$ cat config.mk
export PLATFORM = sky130hd
export DESIGN_NAME = sfr_page_stack
export DESIGN_NICKNAME = d
export VERILOG_FILES = /design/src/include/sfr_page_pkg.sv /design/src/hw/paged_reg_mem.sv /design/src/hw/sfr_page_stack.sv
export VERILOG_INCLUDE_DIRS = /design/src /design/src/include
export SDC_FILE = /design/constraint.sdc
export NUM_CORES = 2
export LEC_CHECK = 0
export ABC_AREA = 1
export BUFFER_PORTS_ARGS = -buffer_cell sky130_fd_sc_hd__buf_2
export CORE_MARGIN = 1.5
export CORE_UTILIZATION = 40
export CTS_CLUSTER_SIZE = 16
export DETAILED_ROUTE_END_ITERATION = 6
export PLACE_DENSITY = 0.55
export SYNTH_ARGS = -nofsm -noshare
export SYNTH_HDL_FRONTEND = slang
export SYNTH_HIERARCHICAL = 1
export SYNTH_SLANG_ARGS = --single-unit
export TNS_END_PERCENT = 5
$ cat constraint.sdc
create_clock -name REF_CLK -period 5.1 [get_ports REF_CLK]
set_clock_uncertainty 0.2 [all_clocks]
set_input_delay 1.02 -clock REF_CLK [delete_from_list [all_inputs] [get_ports REF_CLK]]
set_output_delay 1.02 -clock REF_CLK [all_outputs]
set_load 0.05 [all_outputs]
$ cat src/include/sfr_page_regs.svh
// register addresses, field positions and reset values of the page stack block
`ifndef SFR_PAGE_REGS_SVH
`define SFR_PAGE_REGS_SVH
`define ADDR_CURRENT_PAGE   8'hA7
`define ADDR_STACK_MIDDLE   8'h85
`define ADDR_STACK_BOTTOM   8'h86
`define ADDR_PAGE_CONTROL   8'hE5
`define ADDR_SFR_LOW        8'h80
`define PAGE_ZERO           8'h00
`define PAGE_F              8'h0F
`define PAGE_RESET          8'h00
`define AUTO_PAGE_BIT       0
`define PAGE_CONTROL_RESET  8'h01
`define RESERVED_ZERO       7'h00
`define PAGE_COUNT          256
`define PAGED_SLOTS         128
`define PORT_ADDR_0         8'h80
`define PORT_ADDR_1         8'h90
`define PORT_ADDR_2         8'hA0
`define PORT_ADDR_3         8'hB0
`define PAGE_SEL_ZERO       1'b0
`define PAGE_SEL_F          1'b1
`endif
$ cat src/include/sfr_page_pkg.sv
// types shared by the page stack block
package sfr_page_pkg;
    typedef enum logic [1:0] {
        ROUTE_NONE,
        ROUTE_STACK,
        ROUTE_GLOBAL,
        ROUTE_PAGED
    } route_t;
endpackage : sfr_page_pkg

$ cat src/hw/paged_reg_mem.sv
// storage for the paged special registers of page 0 and page F
`timescale 1ns/1ps
`default_nettype none
module paged_reg_mem #(
    parameter int DEPTH = 256,
    parameter int AW    = 8
) (
    input  wire logic          clk,
    input  wire logic          rst,
    input  wire logic          ce,
    input  wire logic          we,
    input  wire logic [AW-1:0] waddr,
    input  wire logic [7:0]    wdata,
    input  wire logic [AW-1:0] raddr,
    output logic      [7:0]    rdata_q
);
    logic [7:0] mem [DEPTH];

    always_ff @(posedge clk)
    begin
        if (ce && we)
        begin
            mem[waddr] <= wdata;
        end
    end

    always_ff @(posedge clk or posedge rst)
    begin
        if (rst)
        begin
            rdata_q <= 8'h00;
        end
        else if (ce)
        begin
            rdata_q <= mem[raddr];
        end
    end
endmodule : paged_reg_mem
`default_nettype wire

$ cat src/hw/sfr_page_stack.sv
// special register page selection with interrupt page stack
`timescale 1ns/1ps
`default_nettype none
`include "sfr_page_regs.svh"
module sfr_page_stack #(
    parameter int PAGE_W = 8
) (
    input  wire logic              REF_CLK,
    input  wire logic              SYS_RST,
    input  wire logic              CLK_EN,
    input  wire logic              ACC_DIRECT,
    input  wire logic              ACC_WR,
    input  wire logic              ACC_RD,
    input  wire logic [7:0]        ACC_ADDR,
    input  wire logic [7:0]        ACC_WDATA,
    input  wire logic              INT_ENTRY,
    input  wire logic              RETURN_FROM_INTERRUPT,
    output logic      [7:0]        ACC_RDATA,
    output logic                   ACC_RVALID,
    output logic                   ACC_HIT,
    output logic      [PAGE_W-1:0] CURRENT_PAGE,
    output logic                   AUTO_PAGE_EN
);
    logic [PAGE_W-1:0]    current_page_select_q;
    logic [PAGE_W-1:0]    page_stack_middle_q;
    logic [PAGE_W-1:0]    page_stack_bottom_q;
    logic                 auto_page_enable_q;
    logic                 sfr_acc;
    logic                 push;
    logic                 pop;
    sfr_page_pkg::route_t rd_route;
    sfr_page_pkg::route_t wr_route;
    logic                 mem_we;
    logic [7:0]           mem_rdata;
    logic [7:0]           mem_waddr;
    logic [7:0]           mem_raddr;
    logic [7:0]           stack_rdata;
    logic [7:0]           stack_rdata_q;
    logic                 rd_paged_q;
    logic                 rd_q;

    // ports and the stack registers themselves bypass paging
    function automatic logic is_global(input logic [7:0] a);
        is_global = (a == `PORT_ADDR_0) || (a == `PORT_ADDR_1) ||
                    (a == `PORT_ADDR_2) || (a == `PORT_ADDR_3);
    endfunction : is_global

    function automatic logic is_stack(input logic [7:0] a);
        is_stack = (a == `ADDR_CURRENT_PAGE) || (a == `ADDR_STACK_MIDDLE) ||
                   (a == `ADDR_STACK_BOTTOM) || (a == `ADDR_PAGE_CONTROL);
    endfunction : is_stack

    // routing uses the page register as it stands this cycle
    function automatic sfr_page_pkg::route_t route_of(input logic [7:0] a,
                                                       input logic [PAGE_W-1:0] pg);
        if (is_stack(a))
            route_of = sfr_page_pkg::ROUTE_STACK;
        else if (is_global(a))
            route_of = sfr_page_pkg::ROUTE_GLOBAL;
        else if ((pg == PAGE_W'(`PAGE_ZERO)) || (pg == PAGE_W'(`PAGE_F)))
            route_of = sfr_page_pkg::ROUTE_PAGED;
        else
            route_of = sfr_page_pkg::ROUTE_NONE;
    endfunction : route_of

    // upper half only, direct mode only; indirect goes to data memory
    assign sfr_acc  = ACC_DIRECT && (ACC_ADDR >= `ADDR_SFR_LOW);
    assign rd_route = route_of(ACC_ADDR, current_page_select_q);
    assign wr_route = route_of(ACC_ADDR, current_page_select_q);

    assign push = INT_ENTRY && auto_page_enable_q;
    assign pop  = RETURN_FROM_INTERRUPT && auto_page_enable_q;

    // memory slot: page select bit above low seven address bits;
    // ports keep one slot so every page sees the same register
    assign mem_waddr = {(current_page_select_q == PAGE_W'(`PAGE_F)) && !is_global(ACC_ADDR),
                        ACC_ADDR[6:0]};
    assign mem_raddr = mem_waddr;
    assign mem_we    = sfr_acc && ACC_WR && (wr_route != sfr_page_pkg::ROUTE_STACK) &&
                       (wr_route != sfr_page_pkg::ROUTE_NONE);

    // current page; a software write in the same cycle as a push loses
    // because the interrupt entry happens before the handler runs
    always_ff @(posedge REF_CLK or posedge SYS_RST)
    begin
        if (SYS_RST)
            current_page_select_q <= PAGE_W'(`PAGE_RESET);
        else if (CLK_EN)
        begin
            if (push)
                current_page_select_q <= PAGE_W'(`PAGE_ZERO);
            else if (pop)
                current_page_select_q <= page_stack_middle_q;
            else if (sfr_acc && ACC_WR && ACC_ADDR == `ADDR_CURRENT_PAGE)
                current_page_select_q <= ACC_WDATA[PAGE_W-1:0];
        end
    end

    always_ff @(posedge REF_CLK or posedge SYS_RST)
    begin
        if (SYS_RST)
            page_stack_middle_q <= PAGE_W'(`PAGE_RESET);
        else if (CLK_EN)
        begin
            if (push)
                page_stack_middle_q <= current_page_select_q;
            else if (pop)
                page_stack_middle_q <= page_stack_bottom_q;
            else if (sfr_acc && ACC_WR && ACC_ADDR == `ADDR_STACK_MIDDLE)
                page_stack_middle_q <= ACC_WDATA[PAGE_W-1:0];
        end
    end

    always_ff @(posedge REF_CLK or posedge SYS_RST)
    begin
        if (SYS_RST)
            page_stack_bottom_q <= PAGE_W'(`PAGE_RESET);
        else if (CLK_EN)
        begin
            if (push)
                page_stack_bottom_q <= page_stack_middle_q;
            else if (pop)
                page_stack_bottom_q <= PAGE_W'(`PAGE_ZERO);
            else if (sfr_acc && ACC_WR && ACC_ADDR == `ADDR_STACK_BOTTOM)
                page_stack_bottom_q <= ACC_WDATA[PAGE_W-1:0];
        end
    end

    always_ff @(posedge REF_CLK or posedge SYS_RST)
    begin
        if (SYS_RST)
            auto_page_enable_q <= 1'(`PAGE_CONTROL_RESET >> `AUTO_PAGE_BIT);
        else if (CLK_EN && sfr_acc && ACC_WR && ACC_ADDR == `ADDR_PAGE_CONTROL)
            auto_page_enable_q <= ACC_WDATA[`AUTO_PAGE_BIT];
    end

    // stack entries readable at their own addresses
    always_comb
    begin
        case (ACC_ADDR)
            `ADDR_CURRENT_PAGE: stack_rdata = 8'(current_page_select_q);
            `ADDR_STACK_MIDDLE: stack_rdata = 8'(page_stack_middle_q);
            `ADDR_STACK_BOTTOM: stack_rdata = 8'(page_stack_bottom_q);
            `ADDR_PAGE_CONTROL: stack_rdata = {`RESERVED_ZERO, auto_page_enable_q};
            default:            stack_rdata = 8'h00;
        endcase
    end

    paged_reg_mem #(
        .DEPTH (`PAGED_SLOTS * 2),
        .AW    (8)
    ) u_mem (
        .clk     (REF_CLK),
        .rst     (SYS_RST),
        .ce      (CLK_EN),
        .we      (mem_we),
        .waddr   (mem_waddr),
        .wdata   (ACC_WDATA),
        .raddr   (mem_raddr),
        .rdata_q (mem_rdata)
    );

    // read pipeline: one cycle, aligned with the memory's registered output
    always_ff @(posedge REF_CLK or posedge SYS_RST)
    begin
        if (SYS_RST)
        begin
            rd_q          <= 1'b0;
            rd_paged_q    <= 1'b0;
            stack_rdata_q <= 8'h00;
            ACC_HIT       <= 1'b0;
        end
        else if (CLK_EN)
        begin
            rd_q          <= sfr_acc && ACC_RD;
            rd_paged_q    <= (rd_route == sfr_page_pkg::ROUTE_PAGED) ||
                             (rd_route == sfr_page_pkg::ROUTE_GLOBAL);
            stack_rdata_q <= (rd_route == sfr_page_pkg::ROUTE_STACK) ? stack_rdata : 8'h00;
            ACC_HIT       <= sfr_acc && (ACC_RD || ACC_WR) &&
                             (rd_route != sfr_page_pkg::ROUTE_NONE);
        end
    end

    // output stage kept registered; adds one cycle of read latency
    always_ff @(posedge REF_CLK or posedge SYS_RST)
    begin
        if (SYS_RST)
        begin
            ACC_RDATA  <= 8'h00;
            ACC_RVALID <= 1'b0;
        end
        else if (CLK_EN)
        begin
            ACC_RVALID <= rd_q;
            ACC_RDATA  <= rd_q ? (rd_paged_q ? mem_rdata : stack_rdata_q) : 8'h00;
        end
    end

    always_ff @(posedge REF_CLK or posedge SYS_RST)
    begin
        if (SYS_RST)
        begin
            CURRENT_PAGE <= PAGE_W'(`PAGE_RESET);
            AUTO_PAGE_EN <= 1'b1;
        end
        else if (CLK_EN)
        begin
            CURRENT_PAGE <= current_page_select_q;
            AUTO_PAGE_EN <= auto_page_enable_q;
        end
    end
endmodule : sfr_page_stack
`default_nettype wire

==> qor.yml <==
outcome: "finished, final reports clean"
drive_above_1_share: 0.0848
synth_area_per_cell_um2: 11.7
cts_max_level: 4
ys_types: 33
cts_tree: "done"
syn_inst: 7395
end_kind: "register"
start_kind: "input pin"
ant_nets: 0
crit_arrival_ns: 4.64
num-nets-final: 7451
rr_worst_depth: 14
fin_crit_sh: 0.804
timing.rr.end: "u_mem/mem[226][6]"
totalPowerFinal_w: 0.0367
startpoint: "ACC_ADDR[1]"
grt_pass1_vias: 54700
critPathRequiredTime_ns: 5.64
peakVddDrop_uv: 287
worst_pin_slew_ns: 1.32
clk_pin_slew_worst_paths_ns: 0.06
yosys.area.top_type: "edfxtp_1"
clk-insertion-delay-late_ns: 0.86
place_congestion: 0.908
synth_commonest_cells: "nand2_1 (2219), nand3_1 (2082), edfxtp_1 (2048), nor2_1 (302), buf_2 (269)"
cts_buffer_depth: 3
slew_viol_final: 0
numCtsBuffers: 219
routed_wl_um: 247000
rows: 170
area.growth.synth_to_final_pct: 12.5
max_freq_mhz: 244
fin_setup_tns_ns: 0
multiInputGateArea_um2: 20600
leakagePower_nw: 34.2
drc: 0
holdWs_ns: 0.245
grt_start_max_net_pins: 204
routedWlPerCell_um: 23.6
drt-initial-drc-count: 5932
worstPathMaxFanout: 118
rsz0062_at_grt: "false"
synth.most_common_cell: "nand2_1"
synth_area_um2: 86500
ys_seq_area_frac: 0.729
r2r_start: "current_page_select_q[7]"
viasPerCell: 5.48
hold_viol_final: 0
seq_area_um2: 63100
antenna_found_initial: 9
synth_area_leaders: "edfxtp_1 (71%), nand3_1 (12%), nand2_1 (9.6%)"
dp_hpwl_um: 144000
synthFlopType: "edfxtp_1"
vias: 57300
die_x_um: 468
finish.instance_area_um2: 97300
clkSinkCount: 2110
max_cap_violations: 0
syn_nets: 7419
setup_violations: 0
hp-class: "in -> reg"
n_fill_cell: 19500
start_util: 0.403
post-cts-setup-buffers: 0
relSlewSlack: 0.117
ys_warn_count: 6
grt_pass1_wl_um: 365000
grt_remaining_overflow: 0
netlist.area_leader.share: 0.711
io-pin-count: 43
grt_use_total: 0.223
rrSetupSlack_ns: 1.34
die-area_um2: 219000
crit_end: "u_mem/rdata_q[0]"
crit_type: "in -> reg"
place_area_um2: 90500
dr.pass1.iters: 6
dieHeight_um: 468
synth-edff-count: 2048
io_buffer_count: 42
coreArea_um2: 215000
async_flop_share: 0.0294
power.density_nw_per_um2: 377
ys_ff_latch: 2110
cts-root-buf: "clkbuf_16"
final_core_util: 0.453
period_minus_slack_ns: 4.10
[layer usage]
metal | vias up | share of wire | track usage
met5 | - | 0.000028 | 0
met4 | 2 | 0.030 | 0.0706
met3 | 385 | 0.075 | 0.0367
met2 | 2217 | 0.47 | 0.354
met1 | 28400 | 0.43 | 0.314
li1 | 26200 | - | -
[registers in the layout, indices dropped and copies added, names as in the netlist, 8 cells and up]
register / flops
ACC_RDATA: 8
CURRENT_PAGE: 8
current_page_select_q: 8
page_stack_bottom_q: 8
page_stack_middle_q: 8
stack_rdata_q: 8
u_mem/mem: 2048
u_mem/rdata_q: 8
[power by group]
group          switching [W]  internal [W]  leakage, nW
combinational        0.00178      0.000556         11.7
clock                0.00661       0.00865         3.28
sequential         0.0000579        0.0191         19.2
[worst min-delay path by stage]
stage                                start          endpoint  slack (ns)  cells after the start
after floorplan           stack_rdata_q[1]  stack_rdata_q[1]        0.24                      2
after global placement          ACC_RVALID        ACC_RVALID        0.26                      2
after detailed placement        ACC_RVALID        ACC_RVALID        0.26                      2
after CTS                           ACC_RD              rd_q        0.18                      3
after global routing                ACC_RD              rd_q        0.21                      3
final                               ACC_RD              rd_q        0.24                      3
[critical path: stages]
cell     delay (ns)
buf_8          0.28
buf_12         0.47
buf_4          0.92
nand3_1        0.14
nand3_1        0.11
nand3_1        0.12
nand3_1        0.13
nand3_1        0.26
nand3_1        0.38
nand3_1        0.26
nand3_1        0.16
nand2_1        0.06
[layout by cell type, fill, tap and decap left out, types with 16 or more instances in the layout]
| cell | instances |
|---|---|
| buf_4 | 214 |
| clkbuf_16 | 220 |
| o21ai_0 | 40 |
| clkbuf_1 | 57 |
| buf_2 | 29 |
| clkinv_2 | 28 |
| dfrtp_1 | 60 |
| buf_12 | 51 |
| nand3_1 | 2082 |
| nand2_1 | 2215 |
| inv_1 | 76 |
| clkinv_1 | 61 |
| nor2_1 | 302 |
| o21ai_2 | 16 |
| edfxtp_1 | 2048 |
[what timing repair did]
| item | 4_1_cts | 5_1_grt |
|---|---|---|
| hold buffers | 1 | 0 |
| gates resized for setup | 0 | 0 |
| endpoints found under the hold margin | 8 | 0 |
[cells by family after synthesis]
group / count (synthesis) / share of synthesized area
buf+inv: 585 / 0.0328
flops: 2110 / 0.729
compound gates: 78 / 0.00605
simple gates: 4622 / 0.232
[through the flow]
stage | worst slack (ns) | instances
floorplan | 1.61 | 7395
global placement | 0.197 | 10000
detailed placement | 0.346 | 10000
CTS | 1.24 | 10400
global route | 1.03 | 10400
finish | 1.00 | 10400
[area by class of cell]
class | instances | area share
repair buffers | 307 | 0.0304
multi-input cells | 4700 | 0.212
inverters | 89 | 0.00378
clock buffers | 277 | 0.0588
well taps | 2838 | 0.0365
clock inverters | 122 | 0.0108
diodes | 2 | 0.0000514
flip-flops and latches | 2110 | 0.648
Power figures use the tool's default switching activity.
